===== config.mk =====
export PLATFORM = sky130hd
export DESIGN_NAME = line_rx_and_channel_ctrl_regs
export DESIGN_NICKNAME = d
export VERILOG_FILES = /design/src/inc/line_regs_pkg.sv /design/src/inc/rx_mute_if.sv /design/src/hdl/rx_mute_chan.sv /design/src/hdl/line_rx_and_channel_ctrl_regs.sv
export SDC_FILE = /design/constraint.sdc
export NUM_CORES = 1
export LEC_CHECK = 0
export ABC_CLOCK_PERIOD_IN_PS = 5300
export BUFFER_PORTS_ARGS = -buffer_cell sky130_fd_sc_hd__buf_2
export CAP_MARGIN = 20
export CORE_AREA = 10 10 110 131
export CTS_CLUSTER_SIZE = 30
export DETAILED_ROUTE_END_ITERATION = 8
export DIE_AREA = 0 0 120 141
export SLEW_MARGIN = 5
export SYNTH_ARGS = -nofsm -noshare
export SYNTH_HDL_FRONTEND = slang
export SYNTH_SLANG_ARGS = --single-unit

===== constraint.sdc =====
create_clock -name clock -period 5.3 [get_ports clock]
set_clock_uncertainty 0.15 [all_clocks]
set_input_delay 1.06 -clock clock [delete_from_list [all_inputs] [get_ports clock]]
set_output_delay 1.06 -clock clock [all_outputs]
set_load 0.1 [all_outputs]

===== src/inc/line_regs_pkg.sv =====
package line_regs_pkg;

  // ==========================================================================
  // geometry
  localparam int NUM_CH = 3;
  localparam int ADDR_W = 8;
  localparam int DATA_W = 32;
  localparam int IDX_W  = 6;
  localparam int RW_W   = 6;

  // ==========================================================================
  // register indices (byte address is four times the index)
  localparam logic [IDX_W-1:0] RX_CTRL_IDX [NUM_CH] = '{6'h05, 6'h0d, 6'h15};
  localparam logic [IDX_W-1:0] CH_CTRL_IDX [NUM_CH] = '{6'h06, 6'h0e, 6'h16};
  localparam logic [IDX_W-1:0] STATUS_IDX           = 6'h1e;

  // ==========================================================================
  // receive control fields
  localparam int RX_EQ_BIT   = 0;
  localparam int RX_MON_BIT  = 1;
  localparam int RX_MUTE_BIT = 2;

  // ==========================================================================
  // channel control fields
  localparam int CC_RAIL_BIT  = 0;
  localparam int CC_SONET_BIT = 1;
  localparam int CC_34M_BIT   = 2;
  localparam int CC_LLB_BIT   = 3;
  localparam int CC_RLB_BIT   = 4;
  localparam int CC_PT_BIT    = 5;

  // ==========================================================================
  // status fields
  localparam int ST_LOS_LSB  = 0;
  localparam int ST_MUTE_LSB = 3;

  // ==========================================================================
  // reset values and bus responses
  localparam logic [RW_W-1:0] REG_RESET   = 6'h00;
  localparam logic [1:0]      RESP_OKAY   = 2'h0;
  localparam logic [1:0]      RESP_SLVERR = 2'h2;

endpackage


===== src/inc/rx_mute_if.sv =====
`timescale 1ns/1ns
interface rx_mute_if;
  logic mute_en;
  logic los;
  logic pos_in;
  logic neg_in;
  logic pos_out;
  logic neg_out;
  logic muting;

  modport ctl  (output mute_en, los, pos_in, neg_in,
                input  pos_out, neg_out, muting);
  modport chan (input  mute_en, los, pos_in, neg_in,
                output pos_out, neg_out, muting);
endinterface


===== src/hdl/rx_mute_chan.sv =====
`timescale 1ns/1ns
module rx_mute_chan (
  input  wire logic  clock,
  input  wire logic  rst_n,
  rx_mute_if.chan    rx
);

  logic pos_ff;
  logic neg_ff;
  logic mute_ff;
  logic nxt_pos;
  logic nxt_neg;
  logic nxt_mute;

  // ==========================================================================
  // recovered data, forced low while loss of signal is declared and muting is enabled
  always_comb begin
    nxt_mute = rx.mute_en && rx.los;
    nxt_pos  = nxt_mute ? 1'b0 : rx.pos_in;
    nxt_neg  = nxt_mute ? 1'b0 : rx.neg_in;
  end

  always_ff @(posedge clock) begin
    if (!rst_n) begin
      pos_ff  <= 1'b0;
      neg_ff  <= 1'b0;
      mute_ff <= 1'b0;
    end else begin
      pos_ff  <= nxt_pos;
      neg_ff  <= nxt_neg;
      mute_ff <= nxt_mute;
    end
  end

  assign rx.pos_out = pos_ff;
  assign rx.neg_out = neg_ff;
  assign rx.muting  = mute_ff;
endmodule // rx_mute_chan


===== src/hdl/line_rx_and_channel_ctrl_regs.sv =====
`timescale 1ns/1ns
// Overview of operation
// - receive control bit 2 set: both recovered outputs low while loss declared
// - receive control bit 1 selects monitor mode, clear selects normal mode
// - receive control bit 0 enables the equalizer; resets to zero
// - channel control registers decode at 0x06, 0x0e and 0x16
// - channel control bits 5..0 are pattern, loopbacks, rates, rail; reset 0
// - receive control registers decode at 0x05, 0x0d and 0x15
module line_rx_and_channel_ctrl_regs (
  input  wire logic        clock,
  input  wire logic        rst_n,
  input  wire logic        awvalid,
  output logic             awready,
  input  wire logic [7:0]  awaddr,
  input  wire logic        wvalid,
  output logic             wready,
  input  wire logic [31:0] wdata,
  input  wire logic [3:0]  wstrb,
  output logic             bvalid,
  input  wire logic        bready,
  output logic [1:0]       bresp,
  input  wire logic        arvalid,
  output logic             arready,
  input  wire logic [7:0]  araddr,
  output logic             rvalid,
  input  wire logic        rready,
  output logic [31:0]      rdata,
  output logic [1:0]       rresp,
  input  wire logic [2:0]  los_defect,
  input  wire logic [2:0]  rx_pos_in,
  input  wire logic [2:0]  rx_neg_in,
  output logic [2:0]       recovered_positive_data,
  output logic [2:0]       recovered_negative_data,
  output logic [2:0]       equalizer_enable,
  output logic [2:0]       monitor_mode,
  output logic [2:0]       pattern_test_enable,
  output logic [2:0]       remote_loopback_select,
  output logic [2:0]       local_loopback_select,
  output logic [2:0]       rate_34m_select,
  output logic [2:0]       sonet_or_t3_rate_select,
  output logic [2:0]       single_dual_rail_select
);

  localparam int N  = line_regs_pkg::NUM_CH;
  localparam int RW = line_regs_pkg::RW_W;

  // ==========================================================================
  // bus state
  logic              aw_held_ff;
  logic [7:0]        awaddr_ff;
  logic              w_held_ff;
  logic [7:0]        wbyte_ff;
  logic              wlane_ff;
  logic              bvalid_ff;
  logic [1:0]        bresp_ff;
  logic              rvalid_ff;
  logic [31:0]       rdata_ff;
  logic [1:0]        rresp_ff;
  logic              nxt_aw_held;
  logic [7:0]        nxt_awaddr;
  logic              nxt_w_held;
  logic [7:0]        nxt_wbyte;
  logic              nxt_wlane;
  logic              nxt_bvalid;
  logic [1:0]        nxt_bresp;
  logic              nxt_rvalid;
  logic [31:0]       nxt_rdata;
  logic [1:0]        nxt_rresp;

  logic              aw_hs;
  logic              w_hs;
  logic              ar_hs;
  logic              wr_fire;
  logic [7:0]        wr_addr;
  logic [7:0]        wr_byte;
  logic              wr_lane;
  logic              wr_hit;
  logic              rd_hit;
  logic [7:0]        rd_val;

  // ==========================================================================
  // register storage
  logic [RW-1:0]     rx_ctrl_ff [N];
  logic [RW-1:0]     ch_ctrl_ff [N];
  logic [RW-1:0]     nxt_rx_ctrl [N];
  logic [RW-1:0]     nxt_ch_ctrl [N];
  logic [2:0]        muting;

  // ==========================================================================
  // write channel: address and data taken in either order
  assign awready = !aw_held_ff && !bvalid_ff;
  assign wready  = !w_held_ff && !bvalid_ff;
  assign arready = !rvalid_ff;
  assign aw_hs   = awvalid && awready;
  assign w_hs    = wvalid && wready;
  assign ar_hs   = arvalid && arready;
  assign wr_addr = aw_held_ff ? awaddr_ff : awaddr;
  assign wr_byte = w_held_ff ? wbyte_ff : wdata[7:0];
  assign wr_lane = w_held_ff ? wlane_ff : wstrb[0];
  assign wr_fire = (aw_held_ff || aw_hs) && (w_held_ff || w_hs);

  always_comb begin
    wr_hit = (wr_addr[1:0] == 2'h0)
          && (wr_addr[7:2] == line_regs_pkg::STATUS_IDX);
    for (int c = 0; c < N; c++) begin
      if (wr_addr[1:0] == 2'h0
          && (wr_addr[7:2] == line_regs_pkg::RX_CTRL_IDX[c]
              || wr_addr[7:2] == line_regs_pkg::CH_CTRL_IDX[c])) begin
        wr_hit = 1'b1;
      end
    end
  end

  always_comb begin
    nxt_aw_held = wr_fire ? 1'b0 : (aw_held_ff || aw_hs);
    nxt_awaddr  = aw_hs ? awaddr : awaddr_ff;
    nxt_w_held  = wr_fire ? 1'b0 : (w_held_ff || w_hs);
    nxt_wbyte   = w_hs ? wdata[7:0] : wbyte_ff;
    nxt_wlane   = w_hs ? wstrb[0] : wlane_ff;
    nxt_bvalid  = wr_fire || (bvalid_ff && !bready);
    nxt_bresp   = bresp_ff;
    if (wr_fire) begin
      nxt_bresp = wr_hit ? line_regs_pkg::RESP_OKAY
                         : line_regs_pkg::RESP_SLVERR;
    end
  end

  always_ff @(posedge clock) begin
    if (!rst_n) begin
      aw_held_ff <= 1'b0;
      awaddr_ff  <= 8'h00;
      w_held_ff  <= 1'b0;
      wbyte_ff   <= 8'h00;
      wlane_ff   <= 1'b0;
      bvalid_ff  <= 1'b0;
      bresp_ff   <= 2'h0;
    end else begin
      aw_held_ff <= nxt_aw_held;
      awaddr_ff  <= nxt_awaddr;
      w_held_ff  <= nxt_w_held;
      wbyte_ff   <= nxt_wbyte;
      wlane_ff   <= nxt_wlane;
      bvalid_ff  <= nxt_bvalid;
      bresp_ff   <= nxt_bresp;
    end
  end

  assign bvalid = bvalid_ff;
  assign bresp  = bresp_ff;

  // ==========================================================================
  // per-channel registers and receive datapath
  genvar g;
  generate
    for (g = 0; g < N; g++) begin : g_ch
      rx_mute_if rxm ();

      always_comb begin
        nxt_rx_ctrl[g] = rx_ctrl_ff[g];
        nxt_ch_ctrl[g] = ch_ctrl_ff[g];
        if (wr_fire && wr_lane && wr_addr[1:0] == 2'h0) begin
          if (wr_addr[7:2] == line_regs_pkg::RX_CTRL_IDX[g]) begin
            nxt_rx_ctrl[g] = wr_byte[RW-1:0];
          end
          if (wr_addr[7:2] == line_regs_pkg::CH_CTRL_IDX[g]) begin
            nxt_ch_ctrl[g] = wr_byte[RW-1:0];
          end
        end
      end

      always_ff @(posedge clock) begin
        if (!rst_n) begin
          rx_ctrl_ff[g] <= line_regs_pkg::REG_RESET;
          ch_ctrl_ff[g] <= line_regs_pkg::REG_RESET;
        end else begin
          rx_ctrl_ff[g] <= nxt_rx_ctrl[g];
          ch_ctrl_ff[g] <= nxt_ch_ctrl[g];
        end
      end

      assign equalizer_enable[g] =
        rx_ctrl_ff[g][line_regs_pkg::RX_EQ_BIT];
      assign monitor_mode[g] =
        rx_ctrl_ff[g][line_regs_pkg::RX_MON_BIT];
      assign pattern_test_enable[g] =
        ch_ctrl_ff[g][line_regs_pkg::CC_PT_BIT];
      assign remote_loopback_select[g] =
        ch_ctrl_ff[g][line_regs_pkg::CC_RLB_BIT];
      assign local_loopback_select[g] =
        ch_ctrl_ff[g][line_regs_pkg::CC_LLB_BIT];
      assign rate_34m_select[g] =
        ch_ctrl_ff[g][line_regs_pkg::CC_34M_BIT];
      assign sonet_or_t3_rate_select[g] =
        ch_ctrl_ff[g][line_regs_pkg::CC_SONET_BIT];
      assign single_dual_rail_select[g] =
        ch_ctrl_ff[g][line_regs_pkg::CC_RAIL_BIT];

      assign rxm.mute_en = rx_ctrl_ff[g][line_regs_pkg::RX_MUTE_BIT];
      assign rxm.los     = los_defect[g];
      assign rxm.pos_in  = rx_pos_in[g];
      assign rxm.neg_in  = rx_neg_in[g];
      assign recovered_positive_data[g] = rxm.pos_out;
      assign recovered_negative_data[g] = rxm.neg_out;
      assign muting[g] = rxm.muting;

      rx_mute_chan u_mute (
        .clock (clock),
        .rst_n (rst_n),
        .rx    (rxm.chan)
      );
    end
  endgenerate

  // ==========================================================================
  // read channel
  always_comb begin
    rd_hit = 1'b0;
    rd_val = 8'h00;
    if (araddr[1:0] == 2'h0) begin
      if (araddr[7:2] == line_regs_pkg::STATUS_IDX) begin
        rd_hit = 1'b1;
        rd_val = {2'h0, muting, los_defect};
      end
      for (int c = 0; c < N; c++) begin
        if (araddr[7:2] == line_regs_pkg::RX_CTRL_IDX[c]) begin
          rd_hit = 1'b1;
          rd_val = {2'h0, rx_ctrl_ff[c]};
        end
        if (araddr[7:2] == line_regs_pkg::CH_CTRL_IDX[c]) begin
          rd_hit = 1'b1;
          rd_val = {2'h0, ch_ctrl_ff[c]};
        end
      end
    end
  end

  always_comb begin
    nxt_rvalid = ar_hs || (rvalid_ff && !rready);
    nxt_rdata  = rdata_ff;
    nxt_rresp  = rresp_ff;
    if (ar_hs) begin
      nxt_rdata = {24'h000000, rd_val};
      nxt_rresp = rd_hit ? line_regs_pkg::RESP_OKAY
                         : line_regs_pkg::RESP_SLVERR;
    end
  end

  always_ff @(posedge clock) begin
    if (!rst_n) begin
      rvalid_ff <= 1'b0;
      rdata_ff  <= 32'h00000000;
      rresp_ff  <= 2'h0;
    end else begin
      rvalid_ff <= nxt_rvalid;
      rdata_ff  <= nxt_rdata;
      rresp_ff  <= nxt_rresp;
    end
  end

  assign rvalid = rvalid_ff;
  assign rdata  = rdata_ff;
  assign rresp  = rresp_ff;
endmodule // line_rx_and_channel_ctrl_regs


==> reports/qor.yml, run 1 <==
run_status:
  outcome: "finished, final reports clean"
global_routing:
  grt_pass1_vias: 3313
  grt_pass1_wl_mm: 18.0
  grt_overflow: 0
  grt_start_max_net_pins: 57
  grtUsageTotal_pct: 13.2
  antenna_found_initial: 0
logic_synthesis:
  yosysSeqAreaShare_pct: 36.5
  synthMuxAreaShare_pct: 16.6
  synth-seq-cells: 72
  netlist_top_cells_count: "72 x dfxtp_1, 52 x mux2i_1, 49 x nand2_1"
  synth-xor-area-share_pct: 0.222
  synthAdderAreaFrac_pct: 0
  synth_top_area_share_pct: 36.5
  synth_flop_cell: "dfxtp_1"
  synth_area_um2: 3950
  synth.distinct_cells: 54
  synth_top_family_by_area: "simple AND/OR/NAND/NOR gates"
  synth-simple-area-share_pct: 24.1
  async_flop_share_pct: 0
  synth_area_leaders: "dfxtp_1 37%, mux2i_1 13%, buf_4 7.8%"
  synth_edf_count: 0
  synth_top_area_cell: "dfxtp_1"
  syn_area_per_cell_um2: 9.26
  yosysMostFrequentCell: "dfxtp_1"
  yosysWarningCount: 0
  syn_inst: 426
  synth_compound_area_share_pct: 11.8
sta:
  finalHoldViolations: 0
  finalSetupViolCount: 0
  slew_headroom_pct: 40.0
  worst_pin_slew_ns: 0.899
  holdWs_ns: 0.309
  timing.fmax_ghz: 0.350
  fin_crit_ns: 2.86
  rsz0062_at_grt: "no"
  min_period_over_period_pct: 53.9
  setup_slack_ns: 2.44
  report.final.slew_viol_count: 0
  finalSetupTns_ns: 0
clock_tree:
  numCtsBuffers: 9
  cts_tree: "done"
  clock_tree.buffer_depth: 2
  clk-insertion-delay-late_ns: 0.33
  htree_levels: 3
  cts.sinks: 72
  cts_root_buf: "clkbuf_16"
  cts-resized-gates: 0
  cts_setup_buffers: 0
  clk_pin_slew_ns: 0.05
  cts_hold_buffers: 0
power_and_ir_drop:
  power.total_mw: 1.47
  p_per_area_nw_per_um2: 324
  leakagePower_nw: 1.96
  ir_drop_v: 0.000137
detailed_routing:
  ant_nets: 0
  wirelength_mm: 11.3
  post-route-drc-count: 0
  dr.pass1.iters: 4
  routed_via_density: 4.98
  route.met3.wl_um: 761
  dr_total_vias: 3226
  wl_per_cell_um: 17.4
  dr_wl_met2_mm: 5.57
  drtIter0Drc: 198
  routedLengthMet1_mm: 4.72
  routed.top_layer: "met4"
placement:
  dp_hpwl_mm: 8.55
  dp_cells: 634
  postPlaceCellArea_um2: 4270
  pre_cts_slack_ns: 2.23
  gp_congestion: 0.852
  port_buffers: 81
setup_path:
  worst_ep_required_time_ns: 4.09
  crit_arrival_ns: 1.65
  critPathMaxFanout: 26
  endpoint_kind: "primary output"
  start_kind: "register"
  crit_type: "register to primary output"
hold_path:
  min_path_type: "register to register"
floorplanning:
  die_h_um: 141
  start_util_pct: 33.0
  fp.dieArea_um2: 16900
  rows: 44
  die_w_um: 120
  io_pins: 139
  fp.coreArea_um2: 11900
job:
  cap_viol_max_count: 0
layout:
  n_antenna_cell: 0
  drive_gt1_share_pct: 25.1
  layout.cells.non_filler: 648
  syn_to_final_growth_pct: 15.4
  finish.instance_area_um2: 4550
  nets: 553
  utilization_pct: 38.1
critical path, stage by stage (launching register included):
cell,delay (ns)
dfxtp_1,0.91
nor2_1,0.08
buf_2,0.33
logic make-up (layout without fill, tap and decap cells):
| kind of cell | after synthesis | in the layout |
|---|---|---|
| compound gates | 60 | 60 |
| xor+xnor | 1 | 1 |
| buf+inv | 68 | 102 |
| flops | 72 | 72 |
| mux | 64 | 64 |
| other cells | 1 | 28 |
| simple gates | 160 | 160 |
layout make-up:
cell class / count / area, µm²
sequential: 72 / 1440
clock buffer: 12 / 246
fill: 1214 / 7390
clock inverter: 1 / 30.0
inverter: 5 / 18.8
timing repair buffer: 84 / 425
multi-input combinational: 313 / 2190
tap: 161 / 201
path summary, 6_finish.rpt:
check | from | end | slack, ns | cells after the start
min reg2reg | rx_ctrl_ff[0][4] | rx_ctrl_ff[0][4] | 0.31 | 2
min | rx_ctrl_ff[0][4] | rx_ctrl_ff[0][4] | 0.31 | 2
max reg2reg | aw_held_ff | rx_ctrl_ff[2][5] | 2.58 | 4
max | aw_held_ff | awready | 2.44 | 2
where the power goes:
part           internal (mW)  switching (mW)  leakage [nW]
clock                  0.369           0.215         0.135
sequential             0.559          0.0199         0.585
combinational         0.0666           0.245          1.24
total                  0.995           0.480          1.96
sequential cells by signal, indices dropped and copies added, names as in the netlist:
name,flops
rx_ctrl_ff,18
bvalid,1
rvalid,1
g_ch.u_mute.rx.pos_out,3
w_held_ff,1
wlane_ff,1
wbyte_ff,6
ch_ctrl_ff,18
g_ch.u_mute.rx.neg_out,3
g_ch.u_mute.rx.muting,3
bresp,1
rdata,6
aw_held_ff,1
rresp,1
awaddr_ff,8
layer usage:
| metal | GRT usage [%] | vias to the layer above |
|---|---|---|
| met2 | 22.0 | 103 |
| met5 | 0 | - |
| met4 | 5.34 | 0 |
| li1 | - | 1573 |
| met3 | 4.00 | 13 |
| met1 | 15.3 | 1537 |
cells in the final DEF, fill, tap and decap left out, types with 5 or more instances in the layout:
cell       instances
inv_1              5
mux2_2            11
conb_1            28
mux2i_1           52
nor2_1            34
dfxtp_1           72
and3_1            12
a221o_1            5
a211o_1            5
nand3b_1          11
o311a_1            5
nand2b_1           6
nand2_1           49
o2111a_1           5
buf_2             82
a21oi_1           18
or3_1              5
clkbuf_16          9
nand3_1            6
Note: power is estimated with default switching activity, not from simulation.
==> run 2, diff against run 1 <==
--- a/config.mk
+++ b/config.mk
@@ -5,7 +5,7 @@
 export SDC_FILE = /design/constraint.sdc
 export NUM_CORES = 1
 export LEC_CHECK = 0
-export ABC_CLOCK_PERIOD_IN_PS = 5300
+export ABC_CLOCK_PERIOD_IN_PS = 2760
 export BUFFER_PORTS_ARGS = -buffer_cell sky130_fd_sc_hd__buf_2
 export CAP_MARGIN = 20
 export CORE_AREA = 10 10 110 131
==> constraint.sdc (replaced) <==
create_clock -name clock -period 2.76 [get_ports clock]
set_clock_uncertainty 0.15 [all_clocks]
set_input_delay 0.552 -clock clock [delete_from_list [all_inputs] [get_ports clock]]
set_output_delay 0.552 -clock clock [all_outputs]
set_load 0.1 [all_outputs]
==> run 2 against run 1 <==
- setup slack got worse by 1.9 ns
- sequential cell count unchanged
- cell count increased by 1.5%
- first-iteration DRC count decreased by 15%
- core utilization increased by 0.98 points
- clock power increased by 120%
- global-route usage decreased by 0.066 points
- sequential share of layout area decreased by 0.80 points
- largest cell class unchanged
==> reports/qor.yml, run 2 (synthesized netlist as in run 1, its figures left out) <==
layout:
  layout_common_cells: "81 x buf_2, 72 x dfxtp_1, 52 x mux2i_1"
  syn_to_final_growth_pct: 18.4
  drive_gt1_share_pct: 27.0
  layout.cells.non_filler: 658
  fillers: 1215
  finish.instance_area_um2: 4670
  largest_registers: "ch_ctrl_ff: 18 flops, rx_ctrl_ff: 18 flops, awaddr_ff: 8 flops"
  nets: 560
  layout_commonest_cell: "buf_2"
  n_antenna_cell: 0
clock_tree:
  cts_tree: "done"
  clk_pin_slew_ns: 0.06
  cts-resized-gates: 0
  clock_tree.buffer_depth: 2
  cts_hold_buffers: 0
  htree_levels: 3
  numCtsBuffers: 9
  cts_root_buf: "clkbuf_16"
  cts.sinks: 72
  clk-insertion-delay-late_ns: 0.34
  cts_setup_buffers: 0
setup_path:
  start_kind: "register"
  crit_chain: "mux2_1 -> o221ai_2 -> nor4_4 -> mux2i_1"
  critPathMaxFanout: 13
  max_stage_delay_ns: 0.66
  crit_type: "register to register"
  worst_ep_required_time_ns: 2.87
  cp_slowest_cell: "dfxtp_1"
  timing.reg2reg.setup_slack_ns: 0.51
  crit_arrival_ns: 2.36
  endpoint_kind: "register"
detailed_routing:
  dr.pass1.iters: 4
  routed_via_density: 4.94
  wirelength_mm: 11.3
  drtIter0Drc: 169
  wl_per_cell_um: 17.1
  post-route-drc-count: 0
  ant_nets: 0
  dr_total_vias: 3252
placement:
  gp_congestion: 0.924
  postPlaceCellArea_um2: 4340
  dp_cells: 642
  dp_hpwl_mm: 8.55
  port_buffers: 81
sta:
  finalSetupTns_ns: 0
  min_period_over_period_pct: 81.7
  rsz0062_at_grt: "no"
  finalSetupViolCount: 0
  timing.fmax_ghz: 0.444
  worst_pin_slew_ns: 0.690
  holdWs_ns: 0.295
  finalHoldViolations: 0
  fin_crit_ns: 2.25
  report.final.slew_viol_count: 0
  slew_headroom_pct: 53.4
job:
  cap_viol_max_count: 0
floorplanning:
  fp.coreArea_um2: 11900
  die_w_um: 120
  start_util_pct: 33.0
  die_h_um: 141
  rows: 44
  io_pins: 139
  fp.dieArea_um2: 16900
global_routing:
  antenna_found_initial: 0
  grt_pass1_vias: 3277
  grtUsageTotal_pct: 13.1
  grt_overflow: 0
  grt_start_max_net_pins: 37
  grt_pass1_wl_mm: 17.6
run_status:
  outcome: "finished, final reports clean"
power_and_ir_drop:
  p_per_area_nw_per_um2: 647
  leakagePower_nw: 2.02
  ir_drop_v: 0.000356
hold_path:
  min_path_type: "primary input to register"
==> run 2: cell count changes in the layout (fill, tap and decap cells not counted) <==
cell       change
clkbuf_8       +2
buf_2          -1
buf_4          +8
nor2_1         -2
bufinv_16      +1
nor2_2         +2
==> run 2: layout make-up <==
class / instances / area (µm²) / area share [%]
multi-input combinational: 313 / 2190 / 47.0
sequential: 72 / 1440 / 30.9
timing repair buffer: 91 / 480 / 10.3
clock buffer: 14 / 274 / 5.87
tap: 161 / 201 / 4.31
clock inverter: 2 / 60.1 / 1.29
inverter: 5 / 18.8 / 0.402
==> run 2: final timing paths <==
kind	from	endpoint	depth (start not counted)
max	w_held_ff	rx_ctrl_ff[0][3]	4
min reg2reg	rx_ctrl_ff[2][4]	rx_ctrl_ff[2][4]	2
max reg2reg	w_held_ff	rx_ctrl_ff[0][3]	4
min	rx_neg_in[2]	g_ch[2].u_mute.rx.neg_out	2
==> run 2: routing by layer <==
layer,up-vias,global-route usage (%),share of wire [%]
met5,-,0,0
met4,0,4.58,1.7
met3,16,4.27,6.7
met2,91,23.5,52
met1,1555,14.1,40
li1,1590,-,-
==> run 2: report_power, final <==
group,leakage (nW),internal [mW],total (mW),switching (mW)
clock,0.163,0.866,1.31,0.441
sequential,0.585,1.07,1.10,0.0305
combinational,1.27,0.133,0.612,0.479
==> run 2: metrics by stage <==
stage                     power (mW)  utilization (%)  setup WS [ns]
after floorplan                 1.66                -          0.169
after global placement          1.73             36.3          0.366
after detailed placement        1.74             36.3          0.376
after CTS                       3.04             39.1          0.466
after global routing            3.13             39.1          0.327
final                           3.02             39.1          0.506
==> run 2: critical path, delay by kind of cell, from the launching register on <==
family             cells  cell delay (ns)
DFF                    1             0.66
and+or+nand+nor        1             0.61
muxes                  2             0.53
AOI/OAI and AO/OA      1             0.23
